--- config.mk ---
export PLATFORM = sky130hd
export DESIGN_NAME = cmfs_core
export DESIGN_NICKNAME = d
export VERILOG_FILES = /design/src/inc/cmfs_pkg.sv /design/src/core/cmfs_clkdiv.sv /design/src/core/cmfs_core.sv
export SDC_FILE = /design/constraint.sdc
export NUM_CORES = 1
export LEC_CHECK = 0
export ABC_CLOCK_PERIOD_IN_PS = 1400
export CAP_MARGIN = 20
export CORE_UTILIZATION = 30
export CTS_BUF_LIST = sky130_fd_sc_hd__clkbuf_2
export CTS_CLUSTER_SIZE = 25
export DETAILED_ROUTE_END_ITERATION = 8
export DONT_BUFFER_PORTS = 1
export GPL_TIMING_DRIVEN = 0
export SLEW_MARGIN = 20
export SYNTH_ARGS = -nofsm -noshare
export SYNTH_HDL_FRONTEND = slang
export SYNTH_HIERARCHICAL = 1
export SYNTH_SLANG_ARGS = --single-unit
--- constraint.sdc ---
create_clock -name aclk -period 1.4 [get_ports aclk]
set_input_delay 0.28 -clock aclk [delete_from_list [all_inputs] [get_ports aclk]]
set_output_delay 0.28 -clock aclk [all_outputs]
set_load 0.02 [all_outputs]
--- src/inc/cmfs_pkg.sv ---
// cmfs_pkg: constants for the can mode and fifo status block
// assumes a 32-bit axi4-lite register bus, one clock
// Summary of operation
// - stop_in_idle halts controller during device idle
// - abort_all_transmit aborts all, hardware clears after
// - module_clock_select one doubles module clock rate
// - mode_request codes; 101 and 110 reserved
// - mode_status reports actual mode, same encoding
// - receive_capture_enable gates capture event per receive
// - window select: one filters, zero buffers
// - fifo_buffer_pointer gives current buffer index 0-31
// - fifo_next_read_pointer gives next buffer to read
package cmfs_pkg;
   localparam logic [3:0] CMFS_OFF_CTRL   = 4'h0;
   localparam logic [3:0] CMFS_OFF_FIFO   = 4'h4;
   localparam logic [3:0] CMFS_OFF_PEND   = 4'h8;
   localparam int CMFS_BIT_IDLE           = 13;
   localparam int CMFS_BIT_ABORT          = 12;
   localparam int CMFS_BIT_CKS            = 11;
   localparam int CMFS_REQ_LSB            = 8;
   localparam int CMFS_STAT_LSB           = 5;
   localparam int CMFS_BIT_CAP            = 3;
   localparam int CMFS_BIT_WIN            = 0;
   localparam int CMFS_FBP_LSB            = 8;
   localparam int CMFS_FIFO_NEXT_READ_POINTER_LSB           = 0;
   localparam logic [2:0] CMFS_MODE_NORMAL = 3'h0;
   localparam logic [2:0] CMFS_MODE_DIS    = 3'h1;
   localparam logic [2:0] CMFS_MODE_LOOP   = 3'h2;
   localparam logic [2:0] CMFS_MODE_LISTEN = 3'h3;
   localparam logic [2:0] CMFS_MODE_CONFIG = 3'h4;
   localparam logic [2:0] CMFS_MODE_RSV5   = 3'h5;
   localparam logic [2:0] CMFS_MODE_RSV6   = 3'h6;
   localparam logic [2:0] CMFS_MODE_ALL    = 3'h7;
   localparam logic [5:0] CMFS_PTR_RESET   = 6'h00;
   localparam logic [5:0] CMFS_PTR_LAST    = 6'h1f;
   localparam logic [1:0] CMFS_RESP_OKAY   = 2'h0;
   localparam logic [1:0] CMFS_RESP_SLVERR = 2'h2;
   localparam int CMFS_CLK_MHZ            = 40;
   localparam int CMFS_MODE_SETTLE_NS     = 100;
   localparam int CMFS_MODE_SETTLE_CYC    =
      (CMFS_MODE_SETTLE_NS * CMFS_CLK_MHZ + 999) / 1000;
endpackage : cmfs_pkg

--- src/core/cmfs_clkdiv.sv ---
// cmfs_clkdiv: module clock enable generator
// assumes the fast clock is twice the peripheral rate
`timescale 1ns/1ps
module cmfs_clkdiv (
   input  wire logic aclk,
   input  wire logic aresetn,
   input  wire logic ce,
   input  wire logic run,
   input  wire logic double_rate,
   output logic      tick
);
   logic phase;

   // double rate ticks every cycle, single rate every other cycle
   always_ff @(posedge aclk) begin
      if (!aresetn) begin
         phase <= 1'b0;
         tick  <= 1'b0;
      end else if (ce) begin
         phase <= run ? ~phase : 1'b0;
         tick  <= run && (double_rate || phase);
      end
   end
endmodule : cmfs_clkdiv

--- src/core/cmfs_core.sv ---
// cmfs_core: can mode control, abort, capture and fifo pointer status
// assumes axi4-lite master on aclk; can engine events arrive on aclk
`timescale 1ns/1ps
module cmfs_core #(
   parameter int NUM_TX = 8
) (
   input  wire logic              aclk,
   input  wire logic              aresetn,
   input  wire logic              ce,
   input  wire logic [3:0]        s_axi_awaddr,
   input  wire logic              s_axi_awvalid,
   output logic                   s_axi_awready,
   input  wire logic [31:0]       s_axi_wdata,
   input  wire logic [3:0]        s_axi_wstrb,
   input  wire logic              s_axi_wvalid,
   output logic                   s_axi_wready,
   output logic [1:0]             s_axi_bresp,
   output logic                   s_axi_bvalid,
   input  wire logic              s_axi_bready,
   input  wire logic [3:0]        s_axi_araddr,
   input  wire logic              s_axi_arvalid,
   output logic                   s_axi_arready,
   output logic [31:0]            s_axi_rdata,
   output logic [1:0]             s_axi_rresp,
   output logic                   s_axi_rvalid,
   input  wire logic              s_axi_rready,
   input  wire logic              device_idle,
   input  wire logic              msg_received,
   input  wire logic              buffer_advance,
   input  wire logic              buffer_read_done,
   input  wire logic [NUM_TX-1:0] tx_pending,
   output logic [NUM_TX-1:0]      tx_abort,
   output logic                   capture_event,
   output logic                   filter_window,
   output logic                   module_clock_tick,
   output logic [2:0]             mode_out
);
   typedef enum logic [1:0] {CMFS_ST_STEADY, CMFS_ST_SETTLE} cmfs_state_e;

   logic        stop_in_idle;
   logic        abort_all_transmit;
   logic        module_clock_select;
   logic [2:0]  mode_request;
   logic [2:0]  mode_status;
   logic        receive_capture_enable;
   logic        register_map_window_select;
   logic [5:0]  fifo_buffer_pointer;
   logic [5:0]  fifo_next_read_pointer;
   logic        idle_sync1, idle_sync2;
   logic        halted;
   cmfs_state_e state;
   logic [7:0]  settle_cnt;
   logic        aw_held, w_held;
   logic [3:0]  aw_addr;
   logic [31:0] w_data;
   logic [3:0]  w_strb;
   logic        wr_go;
   logic [15:0] ctrl_word;
   logic [15:0] fifo_word;
   logic        tick;

   assign wr_go = aw_held && w_held && !s_axi_bvalid;
   assign ctrl_word = {2'h0, stop_in_idle, abort_all_transmit, module_clock_select,
                       mode_request, mode_status, 1'b0, receive_capture_enable,
                       2'h0, register_map_window_select};
   assign fifo_word = {2'h0, fifo_buffer_pointer, 2'h0, fifo_next_read_pointer};

   // idle arrives from the power manager, another domain
   always_ff @(posedge aclk) begin
      if (!aresetn) begin
         idle_sync1 <= 1'b0;
         idle_sync2 <= 1'b0;
      end else if (ce) begin
         idle_sync1 <= device_idle;
         idle_sync2 <= idle_sync1;
      end
   end

   always_ff @(posedge aclk) begin
      if (!aresetn) halted <= 1'b0;
      else if (ce) halted <= stop_in_idle && idle_sync2;
   end

   // write address and data channels, taken in either order
   always_ff @(posedge aclk) begin
      if (!aresetn) begin
         aw_held       <= 1'b0;
         w_held        <= 1'b0;
         aw_addr       <= 4'h0;
         w_data        <= 32'h0;
         w_strb        <= 4'h0;
         s_axi_awready <= 1'b0;
         s_axi_wready  <= 1'b0;
         s_axi_bvalid  <= 1'b0;
         s_axi_bresp   <= cmfs_pkg::CMFS_RESP_OKAY;
      end else if (ce) begin
         s_axi_awready <= !aw_held && !s_axi_awready && s_axi_awvalid;
         s_axi_wready  <= !w_held && !s_axi_wready && s_axi_wvalid;
         if (s_axi_awvalid && s_axi_awready) begin
            aw_held <= 1'b1;
            aw_addr <= s_axi_awaddr;
         end
         if (s_axi_wvalid && s_axi_wready) begin
            w_held <= 1'b1;
            w_data <= s_axi_wdata;
            w_strb <= s_axi_wstrb;
         end
         if (wr_go) begin
            aw_held      <= 1'b0;
            w_held       <= 1'b0;
            s_axi_bvalid <= 1'b1;
            s_axi_bresp  <= (aw_addr == cmfs_pkg::CMFS_OFF_CTRL ||
                             aw_addr == cmfs_pkg::CMFS_OFF_FIFO ||
                             aw_addr == cmfs_pkg::CMFS_OFF_PEND) ?
                            cmfs_pkg::CMFS_RESP_OKAY : cmfs_pkg::CMFS_RESP_SLVERR;
         end else if (s_axi_bready) begin
            s_axi_bvalid <= 1'b0;
         end
      end
   end

   // control fields; fifo and pending registers ignore writes
   always_ff @(posedge aclk) begin
      if (!aresetn) begin
         stop_in_idle               <= 1'b0;
         module_clock_select        <= 1'b0;
         mode_request               <= cmfs_pkg::CMFS_MODE_CONFIG;
         receive_capture_enable     <= 1'b0;
         register_map_window_select <= 1'b0;
      end else if (ce && wr_go && aw_addr == cmfs_pkg::CMFS_OFF_CTRL) begin
         if (w_strb[1]) begin
            stop_in_idle        <= w_data[cmfs_pkg::CMFS_BIT_IDLE];
            module_clock_select <= w_data[cmfs_pkg::CMFS_BIT_CKS];
            // reserved codes are held off; the old request stands
            if (w_data[cmfs_pkg::CMFS_REQ_LSB +: 3] != cmfs_pkg::CMFS_MODE_RSV5 &&
                w_data[cmfs_pkg::CMFS_REQ_LSB +: 3] != cmfs_pkg::CMFS_MODE_RSV6)
               mode_request <= w_data[cmfs_pkg::CMFS_REQ_LSB +: 3];
         end
         if (w_strb[0]) begin
            receive_capture_enable     <= w_data[cmfs_pkg::CMFS_BIT_CAP];
            register_map_window_select <= w_data[cmfs_pkg::CMFS_BIT_WIN];
         end
      end
   end

   // abort: software sets, hardware clears when nothing is pending
   always_ff @(posedge aclk) begin
      if (!aresetn) abort_all_transmit <= 1'b0;
      else if (ce) begin
         if (wr_go && aw_addr == cmfs_pkg::CMFS_OFF_CTRL && w_strb[1] &&
             w_data[cmfs_pkg::CMFS_BIT_ABORT])
            abort_all_transmit <= 1'b1;
         else if (abort_all_transmit && tx_pending == '0)
            abort_all_transmit <= 1'b0;
      end
   end

   always_ff @(posedge aclk) begin
      if (!aresetn) tx_abort <= '0;
      else if (ce) tx_abort <= abort_all_transmit ? tx_pending : '0;
   end

   // mode changes take a short settle time before status follows
   always_ff @(posedge aclk) begin
      if (!aresetn) begin
         state       <= CMFS_ST_STEADY;
         settle_cnt  <= 8'h0;
         mode_status <= cmfs_pkg::CMFS_MODE_CONFIG;
      end else if (ce && !halted) begin
         unique case (state)
            CMFS_ST_STEADY: begin
               if (mode_request != mode_status) begin
                  state      <= CMFS_ST_SETTLE;
                  settle_cnt <= 8'(cmfs_pkg::CMFS_MODE_SETTLE_CYC - 1);
               end
            end
            CMFS_ST_SETTLE: begin
               if (settle_cnt == 8'h0) begin
                  mode_status <= mode_request;
                  state       <= CMFS_ST_STEADY;
               end else begin
                  settle_cnt <= settle_cnt - 8'h1;
               end
            end
         endcase
      end
   end

   // fifo pointers wrap inside the 32 buffers
   always_ff @(posedge aclk) begin
      if (!aresetn) begin
         fifo_buffer_pointer    <= cmfs_pkg::CMFS_PTR_RESET;
         fifo_next_read_pointer <= cmfs_pkg::CMFS_PTR_RESET;
      end else if (ce && !halted) begin
         if (buffer_advance)
            fifo_buffer_pointer <= (fifo_buffer_pointer == cmfs_pkg::CMFS_PTR_LAST) ?
               cmfs_pkg::CMFS_PTR_RESET : fifo_buffer_pointer + 6'h1;
         if (buffer_read_done)
            fifo_next_read_pointer <= (fifo_next_read_pointer == cmfs_pkg::CMFS_PTR_LAST) ?
               cmfs_pkg::CMFS_PTR_RESET : fifo_next_read_pointer + 6'h1;
      end
   end

   always_ff @(posedge aclk) begin
      if (!aresetn) begin
         capture_event     <= 1'b0;
         filter_window     <= 1'b0;
         mode_out          <= cmfs_pkg::CMFS_MODE_CONFIG;
         module_clock_tick <= 1'b0;
      end else if (ce) begin
         capture_event     <= receive_capture_enable && msg_received && !halted;
         filter_window     <= register_map_window_select;
         mode_out          <= mode_status;
         module_clock_tick <= tick;
      end
   end

   // read channel, one read at a time
   always_ff @(posedge aclk) begin
      if (!aresetn) begin
         s_axi_arready <= 1'b0;
         s_axi_rvalid  <= 1'b0;
         s_axi_rdata   <= 32'h0;
         s_axi_rresp   <= cmfs_pkg::CMFS_RESP_OKAY;
      end else if (ce) begin
         s_axi_arready <= !s_axi_arready && !s_axi_rvalid && s_axi_arvalid;
         if (s_axi_arvalid && s_axi_arready) begin
            s_axi_rvalid <= 1'b1;
            s_axi_rresp  <= cmfs_pkg::CMFS_RESP_OKAY;
            unique case (s_axi_araddr)
               cmfs_pkg::CMFS_OFF_CTRL: s_axi_rdata <= {16'h0, ctrl_word};
               cmfs_pkg::CMFS_OFF_FIFO: s_axi_rdata <= {16'h0, fifo_word};
               cmfs_pkg::CMFS_OFF_PEND: s_axi_rdata <= 32'(tx_pending);
               default: begin
                  s_axi_rdata <= 32'h0;
                  s_axi_rresp <= cmfs_pkg::CMFS_RESP_SLVERR;
               end
            endcase
         end else if (s_axi_rready) begin
            s_axi_rvalid <= 1'b0;
         end
      end
   end

   cmfs_clkdiv u_clkdiv (
      .aclk        (aclk),
      .aresetn     (aresetn),
      .ce          (ce),
      .run         (!halted),
      .double_rate (module_clock_select),
      .tick        (tick)
   );

   property p_abort_clears;
      @(posedge aclk) disable iff (!aresetn)
      (ce && abort_all_transmit && tx_pending == '0 && !wr_go) |=> !abort_all_transmit;
   endproperty
   a_abort_clears: assert property (p_abort_clears)
      else $error("abort bit not cleared");

   property p_capture_gated;
      @(posedge aclk) disable iff (!aresetn)
      (ce && !receive_capture_enable) |=> !capture_event;
   endproperty
   a_capture_gated: assert property (p_capture_gated)
      else $error("capture event while disabled");

   property p_status_legal;
      @(posedge aclk) disable iff (!aresetn)
      mode_status != cmfs_pkg::CMFS_MODE_RSV5 && mode_status != cmfs_pkg::CMFS_MODE_RSV6;
   endproperty
   a_status_legal: assert property (p_status_legal)
      else $error("mode status reserved");

   property p_halt_idle;
      @(posedge aclk) disable iff (!aresetn)
      (ce && halted) |=> $stable(fifo_buffer_pointer) && !capture_event;
   endproperty
   a_halt_idle: assert property (p_halt_idle)
      else $error("activity while halted");

   property p_window;
      @(posedge aclk) disable iff (!aresetn)
      ce |=> filter_window == $past(register_map_window_select);
   endproperty
   a_window: assert property (p_window)
      else $error("window output wrong");

   // a pointer past buffer 31 would index a buffer that does not exist
   property p_ptr_range;
      @(posedge aclk) disable iff (!aresetn)
      (ce && !halted && buffer_advance && fifo_buffer_pointer == cmfs_pkg::CMFS_PTR_LAST)
      |=> fifo_buffer_pointer == cmfs_pkg::CMFS_PTR_RESET;
   endproperty
   a_ptr_range: assert property (p_ptr_range)
      else $error("fifo pointer did not wrap");

   property p_mode_follow;
      @(posedge aclk) disable iff (!aresetn)
      (ce && !halted && state == CMFS_ST_STEADY && mode_request != mode_status)
      ##1 (ce && !halted)[*4] |=> mode_status == $past(mode_request);
   endproperty
   a_mode_follow: assert property (p_mode_follow)
      else $error("mode status not following");

   property p_double_tick;
      @(posedge aclk) disable iff (!aresetn)
      (ce && module_clock_select && !halted)[*2] |=> tick;
   endproperty
   a_double_tick: assert property (p_double_tick)
      else $error("double rate tick missing");
endmodule : cmfs_core

### Word-level counts from Yosys, hierarchy flattened

Index checks and enable logic that the tools add are counted.

| operators by class | value |
|---|---|
| add/sub/neg operators | 3 |
| multiplexer cells | 23 |
| bitwise operators | 1 |
| reduce and logical (&&, ||, !) cells | 62 |
| equal/unequal tests | 13 |

Operator list:

| kind | number |
|---|---|
| $pmux W14 S3 | 1 |
| $reduce_and A2 Y1 | 13 |
| $mux W8 | 3 |
| $logic_and A1 B1 Y1 | 23 |
| $logic_not A8 Y1 | 2 |
| $pmux W8 S2 | 1 |
| $add A6 B1 Y6 const B | 2 |
| $eq A6 B5 Y1 const B | 2 |
| $mux W6 | 2 |
| $reduce_and A3 Y1 | 4 |
| $mux W1 | 11 |
| $reduce_bool A2 Y1 | 5 |
| $eq A4 B3 Y1 const B | 2 |
| $eq A4 B4 Y1 const B | 2 |
| $logic_not A1 Y1 | 8 |
| $logic_not A4 Y1 | 2 |
| $mux W2 | 4 |
| $sub A8 B1 Y8 const B | 1 |
| $ne A2 B2 Y1 const B | 3 |
| $ne A3 B3 Y1 const B | 2 |
| $pmux W2 S2 | 1 |
| $logic_or A1 B1 Y1 | 3 |
| $ne A3 B3 Y1 | 1 |
| $reduce_or A3 Y1 | 1 |
| 3 further kinds | 3 |

| word-level totals | value |
|---|---|
| bits of input ports | 64 |
| output and inout port bits | 55 |
| register bits after elaboration | 115 |

### Depth between registers and ports, before layout

Gate-level depths: netlist (run 1).

| depth | value |
|---|---|
| depth in word-level cells | 7 |
| mapped depth | 7 |
| mapped depth without buffers | 6 |

### Hierarchy

The synthesis (run 1) kept the hierarchy.

Modules (own cells, without submodules):

| module | cells an instance | area an instance (µm²) | instances |
|---|---|---|---|
| cmfs_core | 439 | 3873.7 | 1 |
| cmfs_clkdiv | 8 | 82.6 | 1 |

### Worst setup path before layout (run 1)

No wires, ideal clock.

| timing path | value |
|---|---|
| kind | reg2reg |
| from | reg settle_cnt[0] |
| to | reg settle_cnt[6] |
| setup time | 117 ps |
| arrival | 1467 ps |
| slack | -184 ps |
| path buffers | 0 |
| cell stages (with the launch flop) | 7 |
| clock period less this slack | 1584 ps |
| cells stage by stage | dfxtp_1 -> inv_1 -> ha_1 -> or4b_1 -> o21ai_0 -> nand3_1 -> a32o_1 |

| on the way | value |
|---|---|
| cells in the longest elaborated chain, start to end | 3 |
| elaborated cells on any way between the ends | 6 |
| those cells by class | add/sub: 1; eq/ne: 1; mux: 2; reduce/logical: 2 |

Ends and longest elaborated chain:

| element | RTL line | text |
|---|---|---|
| from (decl) | cmfs_core.sv:52 | `logic [7:0] settle_cnt;` |
| from (signal assigned) | cmfs_core.sv:174 | `settle_cnt <= 8'(cmfs_pkg::CMFS_MODE_SETTLE_CYC - 1);` |
| from (signal assigned) | cmfs_core.sv:182 | `settle_cnt <= settle_cnt - 8'h1;` |
| $sub A8 B1 Y8 / $logic_not A8 Y1 (equally long branches) | cmfs_core.sv:182, cmfs_core.sv:178 |  |
| $mux W8 / $ne A2 B2 Y1 (equally long branches) | -- |  |
| $pmux W8 S2 / $reduce_and A3 Y1 (equally long branches) | -- |  |

Several ways; a longest one is shown, not always the timed one. The select of a mux whose other input is x is not followed.
A chain may end at the register's enable or synchronous reset.

### Final worst setup path (run 1)

| timing path | value |
|---|---|
| from | reg settle_cnt[0] |
| to | reg settle_cnt[7] |

Same word-level chain as after synthesis.

==> results of run 1 <==
-- layout make-up --
cell class / instances / area (µm²) / area share (%)
Multi-Input combinational cell: 328 / 2130 / 40.6
Sequential cell: 88 / 1830 / 35.0
Timing Repair Buffer: 64 / 607 / 11.6
Buffer: 41 / 269 / 5.13
Tap cell: 172 / 215 / 4.10
Clock inverter: 5 / 104 / 1.98
Clock buffer: 11 / 55.1 / 1.05
Inverter: 8 / 30.0 / 0.572
Antenna cell: 1 / 2.50 / 0.0477
-- synth_stat cells, types with 7 or more instances --
cell type / n / area, µm²
clkbuf_1: 11 / 41.3
o21ai_0: 10 / 50.1
xnor2_1: 8 / 70.1
inv_1: 7 / 26.3
a22oi_1: 7 / 52.6
buf_4: 22 / 165
nand2b_1: 8 / 50.1
nor2_1: 58 / 218
nor2b_1: 13 / 81.3
nand2_1: 41 / 154
dfxtp_1: 88 / 1760
and2_1: 7 / 43.8
a21oi_1: 36 / 180
nand3_1: 16 / 80.1
mux2i_1: 31 / 310
-- per-stage QoR --
step / util (%) / std cells / total power, mW
6_report: 41.2 / 718 / 4.71
3_5_place_dp: 33.6 / 638 / 2.94
2_1_floorplan: - / 466 / 2.87
3_3_place_gp: 33.6 / 638 / 2.94
5_1_grt: 41.2 / 718 / 4.87
4_1_cts: 39.4 / 704 / 4.70
-- worst max-delay path, cell delays in order (launching register included) --
cell and delay, ns:
dfxtp_2 0.42, inv_2 0.05, ha_4 0.16, nor4b_4 0.13, buf_4 0.15, a21oi_4 0.23
buf_6 0.14, buf_6 0.08, nand4_1 0.08, a21oi_1 0.13
-- cells by family (layout without fill, tap and decap cells) --
| group | after synthesis | after routing | synth area share (%) |
|---|---|---|---|
| buffers and inverters | 50 | 129 | 7.05 |
| DFF | 88 | 88 | 44.5 |
| muxes | 31 | 31 | 7.84 |
| AOI/OAI and AO/OA | 84 | 84 | 13.9 |
| other | 1 | 21 | 0.0948 |
| adders and majority gates | 3 | 3 | 0.949 |
| xor gates and xnor gates | 14 | 14 | 3.10 |
| and+or+nand+nor | 176 | 176 | 22.5 |
-- registers in the layout, indices dropped and copies added (netlist names), 2 cells and up --
signal	count
s_axi_rdata	14
settle_cnt	8
tx_abort	8
w_data	8
fifo_buffer_pointer	6
fifo_next_read_pointer	6
aw_addr	4
mode_out	3
mode_request	3
mode_status	3
w_strb	2
-- path summary, 6_finish.rpt --
path	startpoint	slack, ns	cells past startpoint	endpoint
setup reg to reg	settle_cnt[0]$_SDFFE_PN0P_	-0.22	9	settle_cnt[7]$_SDFFE_PN0P_
hold / removal	tx_pending[6]	0.03	3	s_axi_rdata[6]$_SDFFE_PN0P_
setup / recovery	settle_cnt[0]$_SDFFE_PN0P_	-0.22	9	settle_cnt[7]$_SDFFE_PN0P_
hold reg to reg	w_data[3]$_SDFFE_PN0P_	0.47	2	w_data[3]$_SDFFE_PN0P_
-- power groups by stage --
stage	sequential (mW)	clock [mW]	combinational, mW
4_1_cts	2.58	1.69	0.426
2_1_floorplan	2.62	0	0.254
3_5_place_dp	2.63	0	0.314
6_report	2.57	1.68	0.461
3_3_place_gp	2.63	0	0.312
5_1_grt	2.58	1.79	0.499
-- metal layers --
layer | routed length (µm) | vias up | global-route usage, %
met3 | 893 | 23 | 4.74
met4 | 344 | 0 | 8.61
met1 | 4950 | 1667 | 20.4
li1 | - | 1699 | -
met2 | 5450 | 150 | 28.8
met5 | 0 | - | 0
-- timing repair --
item,4_1_cts,5_1_grt
pin swaps,17,15
setup buffers,13,11
cloned,0,0
resized for setup,38,51
hold buffers,38,3
setup endpoints to repair,48,59
endpoints found under the hold margin,50,2
==> reports/qor.txt, run 1 <==
Post-synth EDFFs - 0
First-pass detailed-route iteration total - 5
DRC - 0
DP Area - 4280 µm²
Synth unique cells - 55
Share of synthesized registers carrying an async set or reset - 0%
Critical path capture point type - flip-flop
Drt initial violations - 183
Die X - 117 µm
Nets - 607
# IOs - 119
Crit share post-route - 115%
Max-Cap Viols - 0
Slew headroom - 55.4%
Pwr dens - 898 nW/µm²
Critical path class - reg -> reg
Overall Global Routing Usage - 17.2%
Pint - 3.53 mW
P_sw - 1.19 mW
HPWL Detailed - 7910 µm
TritonCTS buffer count - 9
CP Data Required Time - 1.95 ns
Final setup violation count - 17
Cells after Synth - 447
Combinational Power Share - 9.8%
Hold Vio Cnt, Final - 0
Post-Syn Area - 3960 µm²
Max IR drop VDD - 0.494 mV
Clock latency on the worst-skew pair - 0.59 ns
Share of cells above drive strength 1 - 27.0%
Crit path launch type - flip-flop
Post-place setup slack - -0.274 ns
First-pass GRT wire length - 17300 µm
FMAX - 0.619 GHz
Vias - 3539
DRT Wirelength - 11600 µm
Largest net degree at the start of global routing - 15
Die Span Y - 117 µm
Final clock skew - 0.0374 ns
Die area - 13700 µm²
Clk sinks - 88
Worst Path Arrival - 2.16 ns
Initial antenna violation count - 1
Max Slew Vio Count - 0
Global route total overflow - 0
Status - finished, violations left
Final WS setup - -0.216 ns
Cell area after layout - 5250 µm²
DR WL/cell - 16.2 µm
Hold WS - 0.0274 ns
Hold WC Path Type - in -> reg
Leakage - 2.07 nW
Ys flop type - dfxtp_1
Root Buffer - clkbuf_2
PortBufs - 0
H-tree depth - 3
Seq pwr share - 54.6%
Vias in the first global route - 3340
Reg clk slew, reported paths - 0.25 ns
FP Rows - 41
Sequential share of the synthesized area - 44.5%
Final ANT Viol Nets - 0
Commonest non-fill, non-tap cell in the layout - nor2_1
Area grow syn2layout - 32.6%
CTS max path bufs - 2
Starting Density - 31.1%
Yosys reg bits - 88
CP max FO - 6
Minimum clock period - 1.62 ns
YS warnings - 6
RePlAce Congestion - 0.850
Number of vias per cell - 4.93
Slew @ Worst Pin - 0.669 ns
Net Sw Frac - 25.2%
Setup TNS - -1.86 ns
Mean Syn Cell Area - 8.85 µm²
Failing checks - negative setup slack
Clock tree from TritonCTS - yes
RSZ-0062 raised after global routing - yes
Layout filler cell count - 1301
Core footprint - 12700 µm²
Most frequent cells in the layout - nor2_1 (58), dfxtp_1 (44), nand2_1 (41), dlygate4sd3_1 (40)
Clk pwr share - 35.6%
Note: power is estimated with default switching activity, not from simulation.
==> inputs of run 2 (changes only) <==
--- a/config.mk
+++ b/config.mk
@@ -7,7 +7,7 @@
 export LEC_CHECK = 0
 export ABC_CLOCK_PERIOD_IN_PS = 1400
 export CAP_MARGIN = 20
-export CORE_UTILIZATION = 30
+export CORE_UTILIZATION = 40
 export CTS_BUF_LIST = sky130_fd_sc_hd__clkbuf_2
 export CTS_CLUSTER_SIZE = 25
 export DETAILED_ROUTE_END_ITERATION = 8
==> run 2 against run 1 <==
  * The flow still finishes with violations (negative setup slack)
  * Clock-buffer cell count grew 1
  * Combinational power shrank 3%
  * Fmax is essentially flat
  * Non-clock buffer count is the same
  * Global-route usage grew 4.1 points
  * Critical endpoint is now settle_cnt[6]$_SDFFE_PN0P_
  * Largest power group unchanged
==> reports/qor.txt, run 2 (synthesis results as in run 1) <==
Largest net degree at the start of global routing - 14 (was 15)
Area grow syn2layout - 29.6% (was 32.6%)
Drt initial violations - 95 (was 183)
Core footprint - 9420 µm² (was 12700 µm²)
Share of cells above drive strength 1 - 26.2% (was 27.0%)
Pwr Total - 4.11 mW (was 4.71 mW)
Max FFs per register - 14 (unchanged)
CP delay by family, top - simple AND/OR/NAND/NOR gates (was buffers and inverters)
Ant. Diodes - 0 (was 1)
Final ANT Viol Nets - 0 (unchanged)
Reg clk slew, reported paths - 0.23 ns (was 0.25 ns)
Core Util, Final - 54.5% (was 41.2%)
Root Buffer - clkbuf_2 (unchanged)
DRT Wirelength - 10800 µm (was 11600 µm)
Leakage - 2.05 nW (was 2.07 nW)
Combinational Power Share - 10.8% (was 9.8%)
Pint - 2.99 mW (was 3.53 mW)
Commonest non-fill, non-tap cell in the layout - nor2_1 (unchanged)
H-tree depth - 3 (unchanged)
PortBufs - 0 (unchanged)
CP Data Required Time - 1.86 ns (was 1.95 ns)
Pwr dens - 802 nW/µm² (was 898 nW/µm²)
Critical path capture point type - flip-flop (unchanged)
Post-place setup slack - -0.276 ns (was -0.274 ns)
DR WL/cell - 16.0 µm (was 16.2 µm)
DRC - 0 (unchanged)
Final clock skew - 0.0299 ns (was 0.0374 ns)
Global route total overflow - 0 (unchanged)
Critical path class - reg -> reg (unchanged)
Final setup violation count - 21 (was 17)
Number of vias per cell - 5.14 (was 4.93)
Nets - 607 (unchanged)
P_sw - 1.13 mW (was 1.19 mW)
Clk pwr share - 26.6% (was 35.6%)
Worst Path Arrival - 2.08 ns (was 2.16 ns)
Buf/Inv on CP - 1 (was 4)
Overall Global Routing Usage - 21.4% (was 17.2%)
FMAX - 0.618 GHz (was 0.619 GHz)
Die Span Y - 101 µm (was 117 µm)
First-pass detailed-route iteration total - 4 (was 5)
Crit path launch type - flip-flop (unchanged)
Slew headroom - 51.2% (was 55.4%)
CP max stage delay - 0.48 ns (was 0.42 ns)
Max IR drop VDD - 0.623 mV (was 0.494 mV)
RePlAce Congestion - 0.809 (was 0.850)
Die X - 101 µm (was 117 µm)
Status - finished, violations left (unchanged)
CP Cell Sequence - inv_2 -> ha_4 -> or4b_4 -> o21ai_2 -> nand3_1 -> a32o_1 (was inv_2 -> ha_4 -> nor4b_4 -> buf_4 -> a21oi_4 -> buf_6 -> buf_6 -> nand4_1 -> a21oi_1)
HPWL Detailed - 7270 µm (was 7910 µm)
Slowest CP cell - or4b_4 (was dfxtp_2)
Seq pwr share - 62.6% (was 54.6%)
Max-Cap Viols - 0 (unchanged)
Vias in the first global route - 3311 (was 3340)
# IOs - 119 (unchanged)
Slew @ Worst Pin - 0.732 ns (was 0.669 ns)
Final WS setup - -0.217 ns (was -0.216 ns)
Clk sinks - 88 (unchanged)
First-pass GRT wire length - 16800 µm (was 17300 µm)
Hold Vio Cnt, Final - 0 (unchanged)
Net Sw Frac - 27.4% (was 25.2%)
Top reg by flops - s_axi_rdata (unchanged)
Initial antenna violation count - 0 (was 1)
Most frequent cells in the layout - nor2_1 (58), dfxtp_1 (57), dlygate4sd3_1 (40), nand2_1 (39), buf_4 (37) (was nor2_1 (58), dfxtp_1 (44), nand2_1 (41), dlygate4sd3_1 (40))
Failing checks - negative setup slack (unchanged)
Die area - 10300 µm² (was 13700 µm²)
TritonCTS buffer count - 9 (unchanged)
Max Slew Vio Count - 0 (unchanged)
Hold WC Path Type - in -> reg (unchanged)
Finished Layout Cells - 674 (was 718)
Number of instances in the placed design - 595 (was 638)
Clock latency on the worst-skew pair - 0.54 ns (was 0.59 ns)
Minimum clock period - 1.62 ns (about the same)
CTS max path bufs - 2 (unchanged)
RSZ-0062 raised after global routing - yes (unchanged)
Crit share post-route - 116% (was 115%)
CP max FO - 4 (was 6)
FP Rows - 35 (was 41)
Vias - 3465 (was 3539)
Starting Density - 42.0% (was 31.1%)
Clock tree from TritonCTS - yes (unchanged)
## run 2: path summary, 6_finish.rpt
check / startpoint / endpoint / slack [ns] / depth (start not counted)
worst max register to register: settle_cnt[0]$_SDFFE_PN0P_ / settle_cnt[6]$_SDFFE_PN0P_ / -0.22 / 6
worst min register to register: w_data[3]$_SDFFE_PN0P_ / w_data[3]$_SDFFE_PN0P_ / 0.48 / 2
worst min-delay path: tx_pending[0] / abort_all_transmit$_SDFFE_PN0P_ / 0.03 / 4
worst max-delay path: settle_cnt[0]$_SDFFE_PN0P_ / settle_cnt[6]$_SDFFE_PN0P_ / -0.22 / 6
## run 2: worst register-to-register path, cell delays in order, from the launching register on
cell     delay, ns
dfxtp_4       0.41
inv_2         0.06
ha_4          0.14
or4b_4        0.48
o21ai_2       0.13
nand3_1       0.08
a32o_1        0.24
## run 2: per-stage QoR
stage	instance area [µm²]	hold slack, ns	TNS [ns]
after floorplan	4060	0.416	-0.513
after global placement	4230	0.420	-7.48
after detailed placement	4230	0.425	-8.22
after CTS	4870	-0.160	-1.71
after global routing	5130	-0.00832	-3.75
final	5130	0.0293	-2.07
## run 2: area by class of cell
cell class | count | area [µm²]
multi-input cells | 328 | 2170
fillers | 866 | 4290
flip-flops and latches | 88 | 1810
well taps | 129 | 161
clock buffers | 12 | 60.1
repair buffers | 64 | 607
inverters | 8 | 30.0
plain buffers | 41 | 270
clock inverters | 4 | 21.3
## run 2: layer usage
metal	part of all wire [%]	global-route usage (%)	up-vias	wire length, µm
li1	-	-	1701	-
met3	7.9	6.63	10	851
met4	1.2	5.13	0	131
met5	0	0	-	0
met2	48	36.1	112	5160
met1	43	26.6	1642	4670
## run 2: what timing repair did
action | 4_1_cts | 5_1_grt
setup buffers | 18 | 7
pin swaps | 24 | 19
hold buffers | 34 | 6
resized for setup | 29 | 54
hold endpoints to repair | 44 | 7
endpoints found under the setup margin | 33 | 61
## run 2: power by group through the flow
stage               Clock [mW]  Combinational (mW)  Sequential (mW)
floorplan                    0               0.254             2.62
global placement             0               0.308             2.63
detailed placement           0               0.310             2.63
CTS                       1.11               0.410             2.58
global route              1.24               0.482             2.58
finish                    1.09               0.446             2.57
